**src/fbmc_pkg.sv**
```systemverilog
// Package of constants for the flash bus-mode host controller.
package fbmc_pkg;
	localparam logic [7:0]  CMD_READ_A      = 8'h00;
	localparam logic [7:0]  CMD_READ_B      = 8'hFF;
	localparam logic [7:0]  CMD_IDENT_A     = 8'h80;
	localparam logic [7:0]  CMD_IDENT_B     = 8'h90;
	localparam logic [7:0]  CMD_ERASE       = 8'h30;
	localparam logic [7:0]  CMD_PROG_A      = 8'h10;
	localparam logic [7:0]  CMD_PROG_B      = 8'h50;
	localparam logic [7:0]  COMMAND_LATCH_RST = 8'h00;
	localparam logic [14:0] IDENT_MFR_ADDR  = 15'h0000;
	localparam logic [14:0] IDENT_DEV_ADDR  = 15'h0001;
	// Wishbone register offsets (byte addresses).
	localparam logic [3:0]  REG_CTRL        = 4'h0;
	localparam logic [3:0]  REG_ADDR        = 4'h4;
	localparam logic [3:0]  REG_DATA        = 4'h8;
	localparam logic [3:0]  REG_STAT        = 4'hC;
	// Control register fields.
	localparam int          CTRL_OP_LSB     = 0;
	localparam int          CTRL_GO_BIT     = 4;
	localparam int          CTRL_SUPPLY_BIT = 5;
	localparam int          CTRL_IDPIN_BIT  = 6;
	// Operation codes written into the control register.
	localparam logic [3:0]  OP_READ         = 4'h0;
	localparam logic [3:0]  OP_WRITE        = 4'h1;
	localparam logic [3:0]  OP_CMD_READ     = 4'h2;
	localparam logic [3:0]  OP_CMD_IDENT    = 4'h3;
	localparam logic [3:0]  OP_CMD_PROGRAM  = 4'h4;
	localparam logic [3:0]  OP_CMD_ERASE    = 4'h5;
	localparam logic [3:0]  OP_CMD_RESET    = 4'h6;
	localparam logic [3:0]  OP_ID_READ      = 4'h7;
	// Bus timing: 20 ns clock; least times round up to whole cycles.
	localparam int          CLK_NS          = 20;
	localparam int          ACCESS_NS       = 200;
	localparam int          STROBE_NS       = 100;
	localparam int          ID_SETTLE_NS    = 500;
	localparam logic [7:0]  ACCESS_CYC      = 8'((ACCESS_NS + CLK_NS - 1) / CLK_NS);
	localparam logic [7:0]  STROBE_CYC      = 8'((STROBE_NS + CLK_NS - 1) / CLK_NS);
	localparam logic [7:0]  ID_SETTLE_CYC   = 8'((ID_SETTLE_NS + CLK_NS - 1) / CLK_NS);
	// Status bits.
	localparam int          STAT_BUSY_BIT   = 0;
	localparam int          STAT_PERR_BIT   = 1;
	localparam int          STAT_REFUSE_BIT = 2;
endpackage
```
**src/fbmc_cycle.sv**
```systemverilog
// One bus cycle on the flash pins: read or write strobe.
`timescale 1ns/10ps
`default_nettype none
module fbmc_cycle (
	input  wire logic        clk_i,    // System clock.
	input  wire logic        rst_i,    // Synchronous reset.
	input  wire logic        start_i,  // Start one cycle.
	input  wire logic        write_i,  // One for a write, zero for a read.
	input  wire logic [14:0] addr_i,   // Address for the cycle.
	input  wire logic [7:0]  wdata_i,  // Write data.
	input  wire logic [7:0]  dq_sync_i,// Synchronised data lines.
	input  wire logic [7:0]  hold_i,   // Cycles the active phase lasts.
	output logic             done_o,   // One-cycle pulse at the end.
	output logic [7:0]       rdata_o,  // Captured read data.
	output logic             sel_n_o,  // Chip select, low active.
	output logic             gate_n_o, // Output gate, low active.
	output logic             wstb_n_o, // Write strobe, low active.
	output logic [14:0]      addr_o,   // Address lines.
	output logic [7:0]       dq_o,     // Data driven in writes.
	output logic             dq_oe_o   // High while the data lines are driven.
);
	typedef enum logic [1:0] {
		FC_IDLE   = 2'b00,
		FC_SETUP  = 2'b01,
		FC_ACTIVE = 2'b10,
		FC_HOLD   = 2'b11
	} fbmc_cyc_state_t;

	typedef struct packed {
		fbmc_cyc_state_t st;
		logic [7:0]      cnt;
		logic            wr;
		logic            done;
		logic [7:0]      rdata;
		logic            sel_n;
		logic            gate_n;
		logic            wstb_n;
		logic [14:0]     addr;
		logic [7:0]      dq;
		logic            dq_oe;
	} fbmc_cyc_t;

	fbmc_cyc_t r;
	fbmc_cyc_t next_r;

	always_comb begin
		next_r = r;
		next_r.done = 1'b0;
		case (r.st)
			FC_IDLE: begin
				if (start_i) begin
					// Address and data are set up before any strobe falls.
					next_r.st = FC_SETUP;
					next_r.wr = write_i;
					next_r.addr = addr_i;
					next_r.dq = wdata_i;
					next_r.dq_oe = write_i;
					next_r.cnt = hold_i;
				end
			end
			FC_SETUP: begin
				next_r.st = FC_ACTIVE;
				next_r.sel_n = 1'b0;
				next_r.gate_n = r.wr;
				next_r.wstb_n = ~r.wr;
			end
			FC_ACTIVE: begin
				if (r.cnt <= 8'h01) begin
					next_r.st = FC_HOLD;
					if (!r.wr) begin
						next_r.rdata = dq_sync_i;
					end
					// Data stays driven past the rising strobe edge so the byte latches.
					next_r.wstb_n = 1'b1;
					next_r.gate_n = 1'b1;
					next_r.sel_n = 1'b1;
				end else begin
					next_r.cnt = r.cnt - 8'h01;
				end
			end
			FC_HOLD: begin
				next_r.st = FC_IDLE;
				next_r.dq_oe = 1'b0;
				next_r.done = 1'b1;
			end
			default: begin
				next_r.st = FC_IDLE;
			end
		endcase
	end

	always_ff @(posedge clk_i) begin
		if (rst_i) begin
			r <= '{st: FC_IDLE, cnt: 8'h00, wr: 1'b0, done: 1'b0, rdata: 8'h00,
				sel_n: 1'b1, gate_n: 1'b1, wstb_n: 1'b1, addr: 15'h0000,
				dq: 8'h00, dq_oe: 1'b0};
		end else begin
			r <= next_r;
		end
	end

	assign done_o = r.done;
	assign rdata_o = r.rdata;
	assign sel_n_o = r.sel_n;
	assign gate_n_o = r.gate_n;
	assign wstb_n_o = r.wstb_n;
	assign addr_o = r.addr;
	assign dq_o = r.dq;
	assign dq_oe_o = r.dq_oe;
endmodule // fbmc_cycle
`default_nettype wire

```
**src/fbmc_host.sv**
```systemverilog
// Host controller that drives a parallel flash through its bus pins.
//
// Summary of operation
// - Flash drives data only while select and gate are both low.
// - Identifier mode: mode line high, others low, index line picks byte.
// - Writes happen only with strobe and select low, gate high.
// - Identifier command, either code; address zero maker, one device.
// - Program: setup code, then target address and data byte.
// - Chip erase needs the erase code written twice.
//
// Implementation choices: the placing of the registers and register access over Wishbone.
`timescale 1ns/10ps
`default_nettype none
module fbmc_host (
	input  wire logic        clk_i,         // System clock, 50 MHz.
	input  wire logic        rst_i,         // Synchronous reset, active high.
	input  wire logic [3:0]  wb_adr_i,      // Wishbone byte address.
	input  wire logic [31:0] wb_dat_i,      // Wishbone write data.
	input  wire logic [3:0]  wb_sel_i,      // Wishbone byte selects.
	input  wire logic        wb_we_i,       // Wishbone write enable.
	input  wire logic        wb_cyc_i,      // Wishbone cycle.
	input  wire logic        wb_stb_i,      // Wishbone strobe.
	output logic [31:0]      wb_dat_o,      // Wishbone read data.
	output logic             wb_ack_o,      // Wishbone acknowledge.
	input  wire logic [7:0]  dq_i,          // Flash data lines in.
	output logic [7:0]       dq_o,          // Flash data lines out.
	output logic             dq_oe_o,       // High while host drives data.
	output logic [14:0]      addr_o,        // Flash address lines.
	output logic             sel_n_o,       // Chip select, low active.
	output logic             gate_n_o,      // Output gate, low active.
	output logic             wstb_n_o,      // Write strobe, low active.
	output logic             supply_high_o, // Request programming supply high.
	output logic             id_level_o     // Drive identifier level on mode line.
);
	typedef enum logic [2:0] {
		FH_IDLE   = 3'b000,
		FH_FIRST  = 3'b001,
		FH_SECOND = 3'b010,
		FH_SETTLE = 3'b011,
		FH_READ   = 3'b100,
		FH_END    = 3'b101
	} fbmc_host_state_t;

	typedef struct packed {
		fbmc_host_state_t st;
		logic [3:0]       op;
		logic [14:0]      addr;
		logic [7:0]       wdata;
		logic [7:0]       rdata;
		logic [7:0]       latch;
		logic [7:0]       cnt;
		logic             busy;
		logic             perr;
		logic             refused;
		logic             supply;
		logic             idpin;
		logic             ack;
		logic [31:0]      dat;
		logic             start;
		logic             cwr;
		logic [14:0]      caddr;
		logic [7:0]       cdata;
		logic [7:0]       dq_s1;
		logic [7:0]       dq_s2;
		logic             idlvl;
	} fbmc_host_t;

	fbmc_host_t r;
	fbmc_host_t next_r;
	logic       cyc_done;
	logic [7:0] cyc_rdata;

	// Odd parity check on an identifier byte.
	function automatic logic odd_parity(input logic [7:0] b);
		odd_parity = ^b;
	endfunction

	// Code for the first bus cycle of each command.
	function automatic logic [7:0] first_code(input logic [3:0] op);
		case (op)
			fbmc_pkg::OP_CMD_IDENT:   first_code = fbmc_pkg::CMD_IDENT_A;
			fbmc_pkg::OP_CMD_PROGRAM: first_code = fbmc_pkg::CMD_PROG_A;
			fbmc_pkg::OP_CMD_ERASE:   first_code = fbmc_pkg::CMD_ERASE;
			default:                  first_code = fbmc_pkg::CMD_READ_A;
		endcase
	endfunction

	function automatic logic is_cmd(input logic [3:0] op);
		is_cmd = (op >= fbmc_pkg::OP_WRITE) && (op <= fbmc_pkg::OP_CMD_RESET);
	endfunction

	// Commands that need a second write cycle on the flash pins.
	function automatic logic is_pair(input logic [3:0] op);
		is_pair = (op == fbmc_pkg::OP_CMD_PROGRAM) || (op == fbmc_pkg::OP_CMD_ERASE) ||
			(op == fbmc_pkg::OP_CMD_RESET);
	endfunction

	fbmc_cycle u_cycle (
		.clk_i     (clk_i),
		.rst_i     (rst_i),
		.start_i   (r.start),
		.write_i   (r.cwr),
		.addr_i    (r.caddr),
		.wdata_i   (r.cdata),
		.dq_sync_i (r.dq_s2),
		.hold_i    (r.cwr ? fbmc_pkg::STROBE_CYC : fbmc_pkg::ACCESS_CYC),
		.done_o    (cyc_done),
		.rdata_o   (cyc_rdata),
		.sel_n_o   (sel_n_o),
		.gate_n_o  (gate_n_o),
		.wstb_n_o  (wstb_n_o),
		.addr_o    (addr_o),
		.dq_o      (dq_o),
		.dq_oe_o   (dq_oe_o)
	);

	always_comb begin
		next_r = r;
		next_r.start = 1'b0;
		next_r.dq_s1 = dq_i;
		next_r.dq_s2 = r.dq_s1;
		next_r.ack = 1'b0;
		if (wb_cyc_i && wb_stb_i && !r.ack) begin
			next_r.ack = 1'b1;
			next_r.dat = 32'h0000_0000;
			case (wb_adr_i)
				fbmc_pkg::REG_CTRL: begin
					next_r.dat = {25'h0, r.idpin, r.supply, r.busy, r.op};
					if (wb_we_i && wb_sel_i[0] && !r.busy) begin
						next_r.op = wb_dat_i[fbmc_pkg::CTRL_OP_LSB +: 4];
						next_r.supply = wb_dat_i[fbmc_pkg::CTRL_SUPPLY_BIT];
						next_r.idpin = wb_dat_i[fbmc_pkg::CTRL_IDPIN_BIT];
						if (wb_dat_i[fbmc_pkg::CTRL_GO_BIT]) begin
							next_r.busy = 1'b1;
							next_r.refused = 1'b0;
							next_r.perr = 1'b0;
							next_r.st = FH_FIRST;
						end
					end
				end
				fbmc_pkg::REG_ADDR: begin
					next_r.dat = {17'h0, r.addr};
					if (wb_we_i && !r.busy) begin
						if (wb_sel_i[0]) next_r.addr[7:0] = wb_dat_i[7:0];
						if (wb_sel_i[1]) next_r.addr[14:8] = wb_dat_i[14:8];
					end
				end
				fbmc_pkg::REG_DATA: begin
					next_r.dat = {16'h0000, r.rdata, r.wdata};
					if (wb_we_i && wb_sel_i[0] && !r.busy) next_r.wdata = wb_dat_i[7:0];
				end
				fbmc_pkg::REG_STAT: begin
					next_r.dat = {21'h0, r.latch, r.refused, r.perr, r.busy};
				end
				default: begin
					next_r.dat = 32'h0000_0000;
				end
			endcase
		end
		// The device forgets its command whenever the supply is not high.
		if (!r.supply) next_r.latch = fbmc_pkg::COMMAND_LATCH_RST;
		case (r.st)
			FH_IDLE: begin
			end
			FH_FIRST: begin
				if (is_cmd(r.op) && !r.supply) begin
					// Writes would be ignored at low supply, so refuse them here.
					next_r.refused = 1'b1;
					next_r.busy = 1'b0;
					next_r.st = FH_IDLE;
				end else if (r.op == fbmc_pkg::OP_ID_READ) begin
					next_r.st = FH_SETTLE;
					next_r.cnt = fbmc_pkg::ID_SETTLE_CYC;
				end else begin
					next_r.start = 1'b1;
					next_r.cwr = r.op != fbmc_pkg::OP_READ;
					next_r.caddr = r.addr;
					next_r.cdata = (r.op == fbmc_pkg::OP_WRITE) ? r.wdata : first_code(r.op);
					next_r.st = FH_SECOND;
				end
			end
			FH_SECOND: begin
				if (cyc_done) begin
					next_r.st = FH_END;
					if (!r.cwr) begin
						next_r.rdata = cyc_rdata;
					end else if (r.op != fbmc_pkg::OP_WRITE) begin
						next_r.latch = r.cdata;
						// The low count bit marks the second write of a pair, so a
						// data byte that equals a command code is not taken for one.
						if (is_pair(r.op) && !r.cnt[0]) begin
							next_r.start = 1'b1;
							next_r.cnt = 8'h01;
							next_r.st = FH_SECOND;
							if (r.op == fbmc_pkg::OP_CMD_PROGRAM) begin
								next_r.cdata = r.wdata;
							end
						end
					end
				end
			end
			FH_SETTLE: begin
				// The mode line must reach its level before the identifier byte is read.
				if (r.cnt == 8'h00) begin
					next_r.start = 1'b1;
					next_r.cwr = 1'b0;
					next_r.caddr = r.addr[0] ? fbmc_pkg::IDENT_DEV_ADDR : fbmc_pkg::IDENT_MFR_ADDR;
					next_r.st = FH_READ;
				end else begin
					next_r.cnt = r.cnt - 8'h01;
				end
			end
			FH_READ: begin
				if (cyc_done) begin
					next_r.rdata = cyc_rdata;
					next_r.perr = !odd_parity(cyc_rdata);
					next_r.st = FH_END;
				end
			end
			FH_END: begin
				// An erase or program keeps running in the flash after deselect.
				next_r.busy = 1'b0;
				next_r.cnt = 8'h00;
				next_r.st = FH_IDLE;
			end
			default: begin
				next_r.st = FH_IDLE;
			end
		endcase
		// The identifier level is registered so the pin never glitches between states.
		next_r.idlvl = next_r.idpin && (next_r.st == FH_SETTLE || next_r.st == FH_READ);
	end

	always_ff @(posedge clk_i) begin
		if (rst_i) begin
			r <= '{st: FH_IDLE, op: 4'h0, addr: 15'h0000, wdata: 8'h00, rdata: 8'h00,
				latch: fbmc_pkg::COMMAND_LATCH_RST, cnt: 8'h00, busy: 1'b0, perr: 1'b0,
				refused: 1'b0, supply: 1'b0, idpin: 1'b0, ack: 1'b0, dat: 32'h0000_0000,
				start: 1'b0, cwr: 1'b0, caddr: 15'h0000, cdata: 8'h00, dq_s1: 8'h00,
				dq_s2: 8'h00, idlvl: 1'b0};
		end else begin
			r <= next_r;
		end
	end

	assign wb_dat_o = r.dat;
	assign wb_ack_o = r.ack;
	assign supply_high_o = r.supply;
	assign id_level_o = r.idlvl;
endmodule // fbmc_host
`default_nettype wire

```
**config.mk**
```make
export PLATFORM = sky130hd
export DESIGN_NAME = fbmc_host
export DESIGN_NICKNAME = d
export VERILOG_FILES = /design/src/fbmc_pkg.sv /design/src/fbmc_cycle.sv /design/src/fbmc_host.sv
export SDC_FILE = /design/constraint.sdc
export NUM_CORES = 1
export LEC_CHECK = 0
export ABC_AREA = 1
export BUFFER_PORTS_ARGS = -buffer_cell sky130_fd_sc_hd__buf_2
export CORE_MARGIN = 2
export CORE_UTILIZATION = 55
export DETAILED_ROUTE_END_ITERATION = 8
export GPL_ROUTABILITY_DRIVEN = 0
export PLACE_DENSITY = 0.88
export SYNTH_ARGS = -nofsm -noshare
export SYNTH_HDL_FRONTEND = slang
export SYNTH_SLANG_ARGS = --single-unit
```
**constraint.sdc**
```tcl
create_clock -name clk_i -period 1.95 [get_ports clk_i]
set_clock_uncertainty 0.2 [all_clocks]
set_input_delay 0.0975 -clock clk_i [delete_from_list [all_inputs] [get_ports clk_i]]
set_output_delay 0.0975 -clock clk_i [all_outputs]
set_load 0.02 [all_outputs]
```
==> impl_metrics.toml <==
[run_status]
outcome = "complete, no violations"

[floorplan]
fp.dieH_um = 119.7
die-area_sq_um = 14320
die_x_um = 119.7
fp-row-count = 42
start_util_pct = 56.00
core_area_sq_um = 13140
pin_count = 115

[clocking]
root_buffer = "clkbuf_16"
cts.clk_slew.worst_paths_ns = 0.06
htreeDepth = 4
cts_made_buffers = 17
cts_tree = "done"
clock_latency_ns = 0.43
cts_sinks = 165
clk_path_buf_depth = 2

[route]
drc = 0
wirelength_mm = 17.85
first_pass_iters = 6
ant_nets = 0
initialDrtViolationCount = 567
via_count = 6613
wl_per_cell_um = 14.36
vias_per_cell = 5.320

[critical_path]
crit_start = "r[127]"
ff2ff_path_depth = 9
worstSetupEndpointType = "flip-flop"
path_class = "flip-flop to flip-flop"
cp_max_fo = 16
cp.required_ns = 2.02
r2r-start = "r[127]"
critical_path.startpoint_type = "flip-flop"
worstPathArrival_ns = 1.98

[cells_and_area]
syn2layout_area_growth_pct = 16.21
layout_commonest_cell = "dfxtp_1"
fin_util_pct = 65.08
fill_cells = 991
finalInstanceArea_sq_um = 8549
fin_nets = 1114
layout_common_cells = "dfxtp_1, o21ai_0, nand2_1, nor2_1, inv_1"
final_cells = 1243
drive_gt1_share_pct = 17.18

[sta]
setup_tns_ns = 0
report.final.setup_viol = 0
final.min_clock_period_ns = 1.906
period_share_pct = 97.76
slew_viol_final = 0
rsz0062_at_grt = "true"
worst_pin_slew_ns = 0.7790
slew_headroom_pct = 48.06
finalHoldViolCount = 0
max_freq_mhz = 524.6

[power]
peakVddDrop_mv = 0.6196
fin_total_pwr_mw = 7.678
leakage_nw = 3.589
power_density_nw_per_um2 = 898.0

[yosys]
synth-edff-count = 0
synth_seq_area_share_pct = 44.90
synth_area_sq_um = 7357
synth_cell_types = 47
async_flop_share_pct = 0
synth_seq_cells = 165
yosys_warnings = 0
syn_avg_cell_area_sq_um = 7.507
syn_inst = 980
synthFlopType = "dfxtp_1"

[global_routing]
grt_pass1_vias = 6139
grt_overflow = 0
grt_usage_pct = 24.63
grt_pass1_wl_mm = 28.10
grt_start_max_net_pins = 70
antenna_found_initial = 2

[min_path]
hold_start = "wb_sel_i[0]"
hold_class = "input pin to flip-flop"
worstHoldPathCells = 6

[placement]
port_buffers = 79
placed_cell_area_sq_um = 7664
dpl.cell_count = 1182
hpwlAfterDp_mm = 11.95

[flow_run]
maxCapViolations = 0
-- sequential cells by signal, indices dropped and copies added, names as in the netlist --
register          flops
u_cycle.dq_o          8
u_cycle.r            11
u_cycle.addr_o       15
r                    91
u_cycle.sel_n_o       1
u_cycle.done_o        1
u_cycle.gate_n_o      1
u_cycle.dq_oe_o       1
supply_high_o         1
wb_dat_o             16
u_cycle.wstb_n_o      1
u_cycle.rdata_o       8
wb_ack_o              1
next_r                8
id_level_o            1
-- logic make-up after synthesis --
group           count (synthesis)  synth area share [%]
other cells                     1               0.05097
fa+ha+maj                       6                 1.020
flops                         165                 44.90
xor+xnor                       11                 1.309
buf+inv                       219                 14.54
compound gates                276                 19.92
simple gates                  302                 18.27
-- synth_stat cells, types with 2 or more instances --
| master | count | share of area, % |
|---|---|---|
| buf_2 | 8 | 0.54 |
| o22ai_1 | 12 | 1.0 |
| a211oi_1 | 3 | 0.31 |
| o211ai_1 | 4 | 0.41 |
| nand4_4 | 2 | 0.58 |
| inv_2 | 4 | 0.20 |
| a21oi_1 | 100 | 6.8 |
| o21ai_1 | 12 | 0.82 |
| nor3_1 | 4 | 0.27 |
| ha_1 | 6 | 1.0 |
| nand2_1 | 123 | 6.3 |
| nand3_1 | 22 | 1.5 |
| xor2_1 | 6 | 0.71 |
| nor2_1 | 122 | 6.2 |
| clkbuf_1 | 26 | 1.3 |
| clkinv_1 | 2 | 0.10 |
| nor2_4 | 4 | 0.61 |
| dfxtp_1 | 165 | 45 |
| or2_1 | 2 | 0.17 |
| inv_1 | 115 | 5.9 |
| buf_4 | 59 | 6.0 |
| nand2_2 | 5 | 0.43 |
| nor2_2 | 2 | 0.17 |
| xnor2_1 | 5 | 0.60 |
| nand3_2 | 5 | 0.68 |
| o221ai_1 | 4 | 0.48 |
| nand4_1 | 4 | 0.34 |
| o21ai_0 | 135 | 9.2 |
-- layout make-up --
cell class | instances | area (sq um) | share of cell area, %
multi-input combinational | 611 | 3089 | 36.13
clock buffer | 23 | 467.9 | 5.473
timing repair buffer | 137 | 938.4 | 10.98
tap | 176 | 220.2 | 2.576
antenna | 2 | 5.005 | 0.05854
sequential | 165 | 3304 | 38.65
inverter | 123 | 469.2 | 5.488
clock inverter | 6 | 55.05 | 0.6439
-- critical path: stages (launching register included) --
cell and delay [ns]:
dfxtp_1 0.34, nand2_1 0.11, clkinv_1 0.16, nand2_1 0.14
nand3_2 0.16, nand3_2 0.13, nand2_4 0.08, clkbuf_16 0.18
o21ai_0 0.18, nor2_1 0.07
-- metrics by stage --
step / hold slack [ns] / setup slack, ns
floorplan: 0.004467 / 0.1378
CTS: 0.08793 / 0.05413
global route: 0.1420 / -0.05376
global placement: 0.09986 / 0.08988
finish: 0.1178 / 0.04363
detailed placement: 0.1044 / 0.02411
-- power by group --
group          total, mW  internal (mW)  switching (mW)  leakage [nW]
Combinational       1.02          0.410           0.606          1.99
Sequential          3.65           3.52           0.126          1.33
Clock               3.02           1.79            1.23         0.262
Total               7.68           5.72            1.96          3.59
-- what timing repair did --
item | 4_1_cts | 5_1_grt
hold endpoints to repair | 59 | 0
setup endpoints to repair | 8 | 32
buffers inserted | 0 | 3
hold buffers | 26 | 0
resized for setup | 2 | 21
gates cloned | 0 | 1
pin swaps | 0 | 4
-- worst paths after layout --
check | slack [ns] | end
max | 0.04 | r[35]
min | 0.12 | r[130]
max reg2reg | 0.04 | r[35]
min reg2reg | 0.20 | r[7]
-- routing by layer --
layer	GRT usage (%)	part of all wire, %	vias to the layer above
met3	6.654	6.2	74
met4	14.19	4.3	0
met1	27.73	40	3010
li1	-	-	3266
met2	41.93	50	263
met5	0	0	-
(Power assumes the default switching activity.)
